**config.mk**
```make
export PLATFORM = sky130hd
export DESIGN_NAME = eag_top
export DESIGN_NICKNAME = d
export VERILOG_FILES = /design/src/eag_pkg.sv /design/src/eag_level_bank.sv /design/src/eag_page_former.sv /design/src/eag_top.sv
export SDC_FILE = /design/constraint.sdc
export NUM_CORES = 1
export LEC_CHECK = 0
export BUFFER_PORTS_ARGS = -buffer_cell sky130_fd_sc_hd__buf_2
export CAP_MARGIN = 20
export CORE_MARGIN = 5
export CORE_UTILIZATION = 60
export DETAILED_ROUTE_END_ITERATION = 10
export PLACE_DENSITY = 0.85
export SYNTH_ARGS = -nofsm -noshare
export SYNTH_HDL_FRONTEND = slang
export SYNTH_SLANG_ARGS = --single-unit
```
**constraint.sdc**
```tcl
create_clock -name clk -period 3.9 [get_ports clk]
set_input_delay 0.39 -clock clk [delete_from_list [all_inputs] [get_ports clk]]
set_output_delay 0.39 -clock clk [all_outputs]
set_load 0.02 [all_outputs]
```
**src/eag_pkg.sv**
```systemverilog
// ----------------------------------------------------------------
// Shared constants for the effective address generator
// ----------------------------------------------------------------
package eag_pkg;
	// Word and field widths
	localparam int EAG_WORD_W = 16;
	localparam int EAG_DISP_W = 9;
	localparam int EAG_LVL_W = 2;
	localparam int EAG_LEVELS = 4;
	// Tag bit positions (instruction bits 4, 5, 6 counted from the msb)
	localparam int EAG_TAG_IND_POS = 11;
	localparam int EAG_TAG_IDX_POS = 10;
	localparam int EAG_TAG_PAGE_POS = 9;
	// Immediate byte and offset nibble widths
	localparam int EAG_BYTE_W = 8;
	localparam int EAG_NIB_W = 4;
	// Fixed base page number (page one)
	localparam logic [6:0] EAG_FIXED_PAGE = 7'h01;
	// Reset values
	localparam logic [15:0] EAG_WORD_RST = 16'h0000;
	localparam logic EAG_BFLAG_RST = 1'b0;
	// Kinds of address request
	localparam logic [1:0] EAG_KIND_MEMREF = 2'h0;
	localparam logic [1:0] EAG_KIND_IDX_DIR = 2'h1;
	localparam logic [1:0] EAG_KIND_IDX_IND = 2'h2;
	localparam logic [1:0] EAG_KIND_IMM = 2'h3;
	// Immediate byte operations
	localparam logic [1:0] EAG_IMM_LOAD = 2'h0;
	localparam logic [1:0] EAG_IMM_ADD = 2'h1;
	localparam logic [1:0] EAG_IMM_SUB = 2'h2;
	// Timing: one microsecond of extra time at 125 MHz
	localparam int EAG_CLK_MHZ = 125;
	localparam int EAG_EXTRA_STEP_US = 1;
	localparam int EAG_US_CYCLES = EAG_EXTRA_STEP_US * EAG_CLK_MHZ;
	localparam int EAG_CNT_W = 10;
	// Sequencer states
	typedef enum logic [2:0] {
		EAG_IDLE,
		EAG_READ,
		EAG_HOLD
	} eag_state_type;
endpackage : eag_pkg

```
**src/eag_level_bank.sv**
```systemverilog
`timescale 1ns/1ps
// ----------------------------------------------------------------
// Per-level index registers and base page flags
// ----------------------------------------------------------------
module eag_level_bank
	import eag_pkg::*;
(
	input wire logic clk,
	input wire logic resetn,
	input wire logic xr_wr,
	input wire logic [EAG_LVL_W-1:0] xr_wr_level,
	input wire logic [EAG_WORD_W-1:0] xr_wdata,
	input wire logic bp_wr,
	input wire logic [EAG_LVL_W-1:0] bp_wr_level,
	input wire logic bp_wdata,
	input wire logic [EAG_LVL_W-1:0] rd_level,
	output logic [EAG_WORD_W-1:0] xreg,
	output logic bflag
);
	// Storage, one entry per program level
	logic [EAG_WORD_W-1:0] xreg_q [EAG_LEVELS];
	logic bflag_q [EAG_LEVELS];

	// ----------------------------------------------------------------
	// Storage per level
	// ----------------------------------------------------------------
	genvar g;
	generate
		for (g = 0; g < EAG_LEVELS; g++) begin : g_level
			// Each level keeps its own index word and page flag
			always_ff @(posedge clk or negedge resetn) begin
				if (!resetn) begin
					xreg_q[g] <= EAG_WORD_RST;
					bflag_q[g] <= EAG_BFLAG_RST;
				end else begin
					if (xr_wr && xr_wr_level == EAG_LVL_W'(g)) begin
						xreg_q[g] <= xr_wdata;
					end
					if (bp_wr && bp_wr_level == EAG_LVL_W'(g)) begin
						bflag_q[g] <= bp_wdata;
					end
				end
			end
		end
	endgenerate

	// Reads select the level being served
	assign xreg = xreg_q[rd_level];
	assign bflag = bflag_q[rd_level];
endmodule : eag_level_bank

```
**src/eag_page_former.sv**
```systemverilog
`timescale 1ns/1ps
// ----------------------------------------------------------------
// Local page and base page direct address forming
// ----------------------------------------------------------------
module eag_page_former
	import eag_pkg::*;
(
	input wire logic [EAG_WORD_W-1:0] loc,
	input wire logic [EAG_DISP_W-1:0] disp,
	input wire logic bflag,
	output logic [EAG_WORD_W-1:0] local_addr,
	output logic [EAG_WORD_W-1:0] base_addr
);
	// Expanding base page number: top three location bits plus one
	logic [3:0] exp_page;

	// Local page: upper seven location bits, then the displacement
	assign local_addr = {loc[15:9], disp};
	assign exp_page = {1'b0, loc[15:13]} + 4'h1;
	// Fixed page one or the expanding page, below leading zeros
	assign base_addr = bflag ? {EAG_FIXED_PAGE, disp} : {3'h0, exp_page, disp};
endmodule : eag_page_former

```
**src/eag_top.sv**
```systemverilog
`timescale 1ns/1ps
module eag_top
	import eag_pkg::*;
(
	input wire logic clk,
	input wire logic resetn,
	input wire logic start,
	input wire logic [1:0] op_kind,
	input wire logic [1:0] imm_op,
	input wire logic [EAG_WORD_W-1:0] instr,
	input wire logic [EAG_WORD_W-1:0] loc,
	input wire logic [EAG_LVL_W-1:0] level,
	input wire logic [EAG_WORD_W-1:0] acc_in,
	input wire logic [EAG_WORD_W-1:0] mem_rdata,
	input wire logic mem_ack,
	input wire logic xr_wr,
	input wire logic [EAG_LVL_W-1:0] xr_wr_level,
	input wire logic [EAG_WORD_W-1:0] xr_wdata,
	input wire logic bp_wr,
	input wire logic [EAG_LVL_W-1:0] bp_wr_level,
	input wire logic bp_wdata,
	output logic busy_q,
	output logic mem_rd_q,
	output logic [EAG_WORD_W-1:0] mem_addr_q,
	output logic [EAG_WORD_W-1:0] ea_q,
	output logic ea_valid_q,
	output logic [EAG_WORD_W-1:0] acc_out_q,
	output logic acc_valid_q,
	output logic bflag_q,
	output logic [1:0] extra_us_q
);
	// ----------------------------------------------------------------
	// Declarations
	// ----------------------------------------------------------------
	eag_state_type state_q; // Sequencer state
	logic [EAG_LVL_W-1:0] level_q; // Level latched for the request
	logic [1:0] reads_q; // Indirect reads still to do
	logic [EAG_WORD_W-1:0] addend_q; // Added after the last read
	logic [EAG_CNT_W-1:0] cnt_q; // Cycles since request
	logic [EAG_CNT_W-1:0] need_q; // Cycles of extra time required
	logic [EAG_WORD_W-1:0] xreg; // Index word of the active level
	logic bflag; // Page flag of the active level
	logic [EAG_WORD_W-1:0] local_addr; // Local page direct address
	logic [EAG_WORD_W-1:0] base_addr; // Base page direct address
	logic [EAG_LVL_W-1:0] rd_level; // Level that the bank serves
	logic tag_ind; // Indirect tag
	logic tag_idx; // Index tag
	logic tag_page; // Page tag
	logic [EAG_DISP_W-1:0] disp; // Page displacement
	logic [EAG_WORD_W-1:0] nib_ext; // Offset nibble, zero extended
	logic [EAG_WORD_W-1:0] byte_ext; // Immediate byte, zero extended
	logic take; // Request accepted this cycle
	logic is_mem; // Memory reference request
	logic [1:0] mem_reads; // Indirect reads for a memory reference
	logic [1:0] first_reads; // Indirect reads for this request
	logic [EAG_WORD_W-1:0] first_ptr; // Address after page selection
	logic [EAG_WORD_W-1:0] first_add; // Value added after the reads
	logic [1:0] extra_us; // Extra microseconds of the mode
	logic [EAG_CNT_W-1:0] extra_cyc; // Extra time in cycles
	logic [EAG_WORD_W-1:0] imm_result; // Accumulator after immediate op
	logic hold_done; // Extra time elapsed in hold
	logic [EAG_WORD_W-1:0] final_sum; // Final effective address

	// ----------------------------------------------------------------
	// Field decode
	// ----------------------------------------------------------------
	// Tags from bits 4-6
	assign tag_ind = instr[EAG_TAG_IND_POS];
	assign tag_idx = instr[EAG_TAG_IDX_POS];
	assign tag_page = instr[EAG_TAG_PAGE_POS];
	assign disp = instr[EAG_DISP_W-1:0];
	assign nib_ext = {12'h000, instr[EAG_NIB_W-1:0]};
	assign byte_ext = {8'h00, instr[EAG_BYTE_W-1:0]};
	assign take = start && state_q == EAG_IDLE;
	assign is_mem = op_kind == EAG_KIND_MEMREF;
	assign rd_level = take ? level : level_q;

	// ----------------------------------------------------------------
	// Per-level storage and page forming
	// ----------------------------------------------------------------
	// Flag and index chosen by level
	eag_level_bank u_bank (
		.clk(clk),
		.resetn(resetn),
		.xr_wr(xr_wr),
		.xr_wr_level(xr_wr_level),
		.xr_wdata(xr_wdata),
		.bp_wr(bp_wr),
		.bp_wr_level(bp_wr_level),
		.bp_wdata(bp_wdata),
		.rd_level(rd_level),
		.xreg(xreg),
		.bflag(bflag)
	);

	eag_page_former u_page (
		.loc(loc),
		.disp(disp),
		.bflag(bflag),
		.local_addr(local_addr),
		.base_addr(base_addr)
	);

	// ----------------------------------------------------------------
	// Request planning
	// ----------------------------------------------------------------
	// Base page adds one read
	assign mem_reads = {1'b0, ~tag_page} + {1'b0, tag_ind};
	// Index forms: direct or one read
	assign first_reads = is_mem ? mem_reads : ((op_kind == EAG_KIND_IDX_IND) ? 2'h1 : 2'h0);
	assign first_ptr = is_mem ? (tag_page ? local_addr : base_addr) : xreg;
	assign first_add = is_mem ? (tag_idx ? xreg : EAG_WORD_RST) : nib_ext;
	assign extra_us = is_mem ? (mem_reads + {1'b0, tag_idx}) : 2'h0;
	assign extra_cyc = EAG_CNT_W'(extra_us) * EAG_CNT_W'(EAG_US_CYCLES);
	assign imm_result = (imm_op == EAG_IMM_ADD) ? acc_in + byte_ext :
		(imm_op == EAG_IMM_SUB) ? acc_in - byte_ext : byte_ext;
	assign hold_done = cnt_q >= need_q;
	assign final_sum = mem_addr_q + addend_q;

	// ----------------------------------------------------------------
	// Cycle counter for extra time
	// ----------------------------------------------------------------
	// Cleared on a request, saturates at its top
	always_ff @(posedge clk or negedge resetn) begin
		if (!resetn) begin
			cnt_q <= '0;
		end else if (take) begin
			cnt_q <= '0;
		end else if (cnt_q != '1) begin
			cnt_q <= cnt_q + 1'b1;
		end
	end

	// ----------------------------------------------------------------
	// Sequencer
	// ----------------------------------------------------------------
	// Page select, indirect reads, then indexing
	always_ff @(posedge clk or negedge resetn) begin
		if (!resetn) begin
			state_q <= EAG_IDLE;
			level_q <= '0;
			reads_q <= 2'h0;
			addend_q <= EAG_WORD_RST;
			need_q <= '0;
			mem_rd_q <= 1'b0;
			mem_addr_q <= EAG_WORD_RST;
			ea_q <= EAG_WORD_RST;
			ea_valid_q <= 1'b0;
			acc_out_q <= EAG_WORD_RST;
			acc_valid_q <= 1'b0;
			busy_q <= 1'b0;
			bflag_q <= EAG_BFLAG_RST;
			extra_us_q <= 2'h0;
		end else begin
			ea_valid_q <= 1'b0;
			acc_valid_q <= 1'b0;
			unique case (state_q)
				// Wait for a request
				EAG_IDLE: begin
					if (take) begin
						level_q <= level;
						bflag_q <= bflag;
						if (op_kind == EAG_KIND_IMM) begin
							acc_out_q <= imm_result;
							acc_valid_q <= 1'b1;
						end else begin
							busy_q <= 1'b1;
							reads_q <= first_reads;
							addend_q <= first_add;
							need_q <= extra_cyc;
							extra_us_q <= extra_us;
							mem_addr_q <= first_ptr;
							mem_rd_q <= first_reads != 2'h0;
							state_q <= (first_reads != 2'h0) ? EAG_READ : EAG_HOLD;
						end
					end
				end
				EAG_READ: begin
					if (mem_ack) begin
						mem_addr_q <= mem_rdata;
						reads_q <= reads_q - 2'h1;
						if (reads_q == 2'h1) begin
							mem_rd_q <= 1'b0;
							state_q <= EAG_HOLD;
						end
					end
				end
				// Present after all steps and time
				EAG_HOLD: begin
					if (hold_done) begin
						ea_q <= final_sum;
						ea_valid_q <= 1'b1;
						busy_q <= 1'b0;
						state_q <= EAG_IDLE;
					end
				end
				default: begin
					state_q <= EAG_IDLE;
				end
			endcase
		end
	end

	// ----------------------------------------------------------------
	// Checks
	// ----------------------------------------------------------------
	logic [1:0] rd_seen_q; // Reads completed for the request
	always_ff @(posedge clk or negedge resetn) begin
		if (!resetn) begin
			rd_seen_q <= 2'h0;
		end else if (take) begin
			rd_seen_q <= 2'h0;
		end else if (mem_rd_q && mem_ack) begin
			rd_seen_q <= rd_seen_q + 2'h1;
		end
	end

	chk_local_indirect: assert property (@(posedge clk) disable iff (!resetn)
		take && is_mem && tag_page && tag_ind |=> mem_rd_q && mem_addr_q == $past(local_addr))
		else $error("local indirect pointer address wrong");

	chk_fixed_base: assert property (@(posedge clk) disable iff (!resetn)
		take && is_mem && !tag_page && bflag |=> mem_rd_q && mem_addr_q[15:9] == EAG_FIXED_PAGE)
		else $error("fixed base page not page one");

	chk_expand_base: assert property (@(posedge clk) disable iff (!resetn)
		take && is_mem && !tag_page && !bflag |=> mem_addr_q == $past(base_addr)
		&& mem_addr_q[15:13] == 3'h0)
		else $error("expanding base page address wrong");

	chk_direct_mode: assert property (@(posedge clk) disable iff (!resetn)
		take && is_mem && instr[11:9] == 3'b001 |=> !mem_rd_q ##1 ea_valid_q
		&& ea_q == $past(local_addr, 2))
		else $error("local direct mode wrong or late");

	logic two_rd_q; // Two pointer reads expected for the request
	always_ff @(posedge clk or negedge resetn) begin
		if (!resetn) begin
			two_rd_q <= 1'b0;
		end else if (take) begin
			two_rd_q <= is_mem && !tag_page && tag_ind;
		end
	end

	chk_two_reads: assert property (@(posedge clk) disable iff (!resetn)
		ea_valid_q && two_rd_q |-> rd_seen_q == 2'h2)
		else $error("base page double indirect read count wrong");

	chk_base_pointer: assert property (@(posedge clk) disable iff (!resetn)
		take && is_mem && !tag_page |=> mem_rd_q && mem_addr_q == $past(base_addr))
		else $error("base page word not read as pointer");

	chk_idx_indirect: assert property (@(posedge clk) disable iff (!resetn)
		take && op_kind == EAG_KIND_IDX_IND |=> mem_rd_q && mem_addr_q == $past(xreg)
		&& addend_q == $past(nib_ext))
		else $error("index indirect pointer wrong");

	chk_idx_direct: assert property (@(posedge clk) disable iff (!resetn)
		take && op_kind == EAG_KIND_IDX_DIR |-> ##2 ea_valid_q
		&& ea_q == $past(xreg, 2) + $past(nib_ext, 2))
		else $error("index direct address wrong");

	chk_extra_time: assert property (@(posedge clk) disable iff (!resetn)
		ea_valid_q |-> $past(cnt_q) >= EAG_CNT_W'(extra_us_q) * EAG_CNT_W'(EAG_US_CYCLES))
		else $error("address presented before extra time");

	chk_imm_load: assert property (@(posedge clk) disable iff (!resetn)
		take && op_kind == EAG_KIND_IMM && imm_op == EAG_IMM_LOAD |=> acc_valid_q
		&& acc_out_q == {8'h00, $past(instr[7:0])})
		else $error("immediate load result wrong");

	chk_no_early_ea: assert property (@(posedge clk) disable iff (!resetn)
		state_q == EAG_READ |-> !ea_valid_q)
		else $error("address presented during indirect reads");
endmodule : eag_top

```
==> flow_summary_export.csv <==
group,metric,value,unit
clock_tree,cts_root_buf,"clkbuf_16",
worst_setup_path,critPathCaptureType,"flop",
route,first_pass_iters,7,
timing,finalCriticalPeriod,3080,ps
timing,rsz0062_at_grt,"no",
finish,drive_above_1_share,0.291,
outcome,status,"finished, final reports clean",
logic_synthesis,synth_flop_cell,"dfrtp_1",
floorplanning,row_count,44,
finish,finalCoreUtilization,0.714,
timing,relSlewSlack,0.310,
logic_synthesis,synth_compound_area_frac,0.149,
clock_tree,postCtsSetupBuffers,0,
worst_setup_path,cpMaxStageDelayCell,"nand3_1",
logic_synthesis,yosysWarnings,0,
worst_setup_path,r2r-start,"state_q[1]",
worst_setup_path,cp.required,4220,ps
logic_synthesis,syn_nets,998,
clock_tree,clkSinkCount,159,
placed_design,hpwlAfterDp,16000,um
logic_synthesis,synth_top_family_by_area,"multiplexers",
min_path,hold_class,"input port to asynchronous set/reset pin",
timing,fmax,0.325,GHz
route,wl_met2,10800,um
timing,final.setup_skew,7.78,ps
finish,finalNetCount,1127,
route,postRouteAntennaNets,0,
power,finalPower,7.40,mW
timing,tightest_slew,1030,ps
route,wl,22400,um
clock_tree,cts_buffer_depth,2,
logic_synthesis,synthCells,850,
finish,n_antenna_cell,0,
placed_design,gp_congestion,0.926,
timing,setup-violations-final,0,
worst_setup_path,path_max_fanout,18,
floorplanning,fp.dieH,133,um
timing,finalCritPeriodShare,0.790,
grt,grt_max_degree,105,
grt,grt_pass1_vias,7273,
logic_synthesis,synth_cell_types,62,
logic_synthesis,synthArstFlopShare,1.00,
floorplanning,ios,152,
logic_synthesis,netlist_area,0.00903,mm^2
power,ir_worst_vdd,0.373,mV
route,drc_errors,0,
floorplanning,fp.coreArea,0.0146,mm^2
clock_tree,clk_pin_slew,60,ps
route,wl_met3,1500,um
timing,slew_viol_final,0,
placed_design,numPortBuffers,138,
clock_tree,cts_htree_levels,4,
grt,antenna_found_initial,1,
clock_tree,clk_latency,430,ps
worst_setup_path,cp_cell_sequence,"nor3b_2, buf_4, nand3_1, inv_1, nand2_1, o22ai_1, nor2_1, o21ai_0",
grt,grt_pass1_wl,37000,um
worst_setup_path,worstRegToRegCells,8,
power,p_per_area,708,mW/mm^2
logic_synthesis,synthMuxAreaShare,0.157,
logic_synthesis,yosys.area_share.simple,0.110,
worst_setup_path,crit_path_start,"state_q[1]",
finish,area_growth_syn_to_layout,15.7,%
route,top_layer,"met5",
route,vias,7301,
logic_synthesis,avgSynthCellArea,10.6,um^2
worst_setup_path,rr_endpoint,"acc_out_q[8]",
floorplanning,die_width,133,um
power,p_leak,4.92,nW
grt,grt_usage,0.260,
worst_setup_path,slowest_delay,580,ps
job,drv_cap,0,
logic_synthesis,synth_xor_area_frac,0.0320,
worst_setup_path,worstPathArrival,3400,ps
route,dr.first_iter.drc_count,591,
worst_setup_path,critPathLaunchType,"flop",
route,viasPerCell,6.21,
grt,grt_overflow_total,0,
clock_tree,cts_resized,0,
route,met1_length,9350,um
worst_setup_path,rrSetupSlack,820,ps
clock_tree,ctsHoldBuffers,0,
timing,hold_viol,0,
worst_setup_path,crit_end,"acc_out_q[8]",
worst_setup_path,critical_path_class,"flop to flop",
floorplanning,dieArea,0.0176,mm^2
logic_synthesis,ys_seq_area_frac,0.440,
timing,final.setup.tns,0,ps
route,wl_per_cell,19.0,um
clock_tree,cts_tree,"built",
logic_synthesis,synthAdderAreaFrac,0.0740,
clock_tree,cts_buffers,17,
logic_synthesis,synth-edff-count,0,
logic_synthesis,synth-seq-cells,159,
floorplanning,initial_core_util,0.617,
==> kinds of logic (layout without fill, tap and decap cells) <==
family | count (synthesis) | after routing
xor+xnor | 33 | 33
simple gates | 208 | 208
flops | 159 | 159
fa+ha+maj | 51 | 51
compound gates | 207 | 207
mux | 111 | 111
buf+inv | 81 | 222
==> worst max-delay path: cells and delay by family, from the launching register on <==
family | cells | cell delay, ps
buffers and inverters | 2 | 630
AO/OA/AOI/OAI | 2 | 500
flip-flops | 1 | 540
AND/OR/NAND/NOR | 4 | 1300
==> cell type report <==
cell class / count / area (um^2)
clock buffers: 21 / 480
clock inverters: 10 / 87.6
fillers: 1048 / 4190
inverters: 42 / 158
multi-input cells: 610 / 4730
flip-flops and latches: 159 / 3980
well taps: 184 / 230
repair buffers: 149 / 792
==> cell usage in the layout, fill, tap and decap left out, types with 12 or more instances in the layout <==
cell         n
dfrtp_1    159
buf_2      137
mux2_2      79
nand2_1     71
o21ai_0     54
ha_1        47
nor2_1      45
a21oi_1     44
inv_1       41
nand3_1     20
xor2_1      17
clkbuf_16   17
xnor2_1     16
a22o_1      15
mux4_2      14
mux2i_1     14
nor3_1      14
nand2b_1    12
==> where the power goes <==
group / switching (mW) / internal [mW] / total (mW)
Combinational: 1.86 / 1.41 / 3.27
Clock: 0.657 / 0.937 / 1.59
Sequential: 0.364 / 2.17 / 2.53
Total: 2.89 / 4.51 / 7.40
==> worst min path at each step <==
stage | to | slack (ps)
5_1_grt | u_bank.bflag_q[0] | 160
4_1_cts | u_bank.xreg_q[45] | 120
2_1_floorplan | acc_out_q[0] | 90
6_report | u_bank.bflag_q[0] | 40
3_3_place_gp | ea_q[4] | 460
3_5_place_dp | ea_q[3] | 460
==> stage by stage <==
stage / area (um^2) / hold WS (ps) / worst slack (ps) / instances
after global placement: 9890 / 456 / 954 / 1144
after CTS: 10500 / 116 / 873 / 1175
final: 10500 / 42.6 / 819 / 1175
after global routing: 10500 / 163 / 551 / 1175
after floorplan: 9030 / 94.4 / 1500 / 850
after detailed placement: 9890 / 465 / 935 / 1144
==> registers in the layout (all words and copies together) (netlist names), 2 cells and up <==
name	flops
acc_out_q	16
addend_q	16
cnt_q	10
ea_q	16
level_q	2
mem_addr_q	16
need_q	5
reads_q	2
state_q	2
u_bank.bflag_q	4
u_bank.xreg_q	64
==> cell usage after synthesis (4+ instances only) <==
master	n	area share
o22ai_1	10	0.0069
mux4_2	14	0.035
a22o_1	15	0.015
a211oi_1	6	0.0050
o221ai_1	9	0.0087
a221oi_1	8	0.0078
nand4_1	7	0.0048
nand3_1	20	0.011
a21oi_1	45	0.025
nand2b_1	12	0.0083
a22oi_1	4	0.0033
nor2b_1	4	0.0028
a31oi_1	11	0.0076
clkbuf_1	28	0.012
a21o_1	11	0.0091
buf_2	5	0.0028
or4_1	6	0.0050
mux2_2	79	0.098
xnor2_1	16	0.016
ha_1	47	0.065
fa_1	4	0.0089
and3_1	7	0.0048
o21a_1	9	0.0075
inv_1	41	0.017
nand3b_1	4	0.0033
nor3_1	14	0.0078
or3_1	6	0.0042
xor2_1	17	0.016
dfrtp_1	159	0.44
nand2_1	71	0.029
mux2i_1	15	0.017
nor2_1	45	0.019
o21ai_0	54	0.030
==> per-layer routing <==
metal	vias up	GRT usage
met3	64	0.0532
met5	-	0
met2	314	0.423
met4	2	0.105
met1	3554	0.342
li1	3367	-
Note: power is estimated with default switching activity, not from simulation.
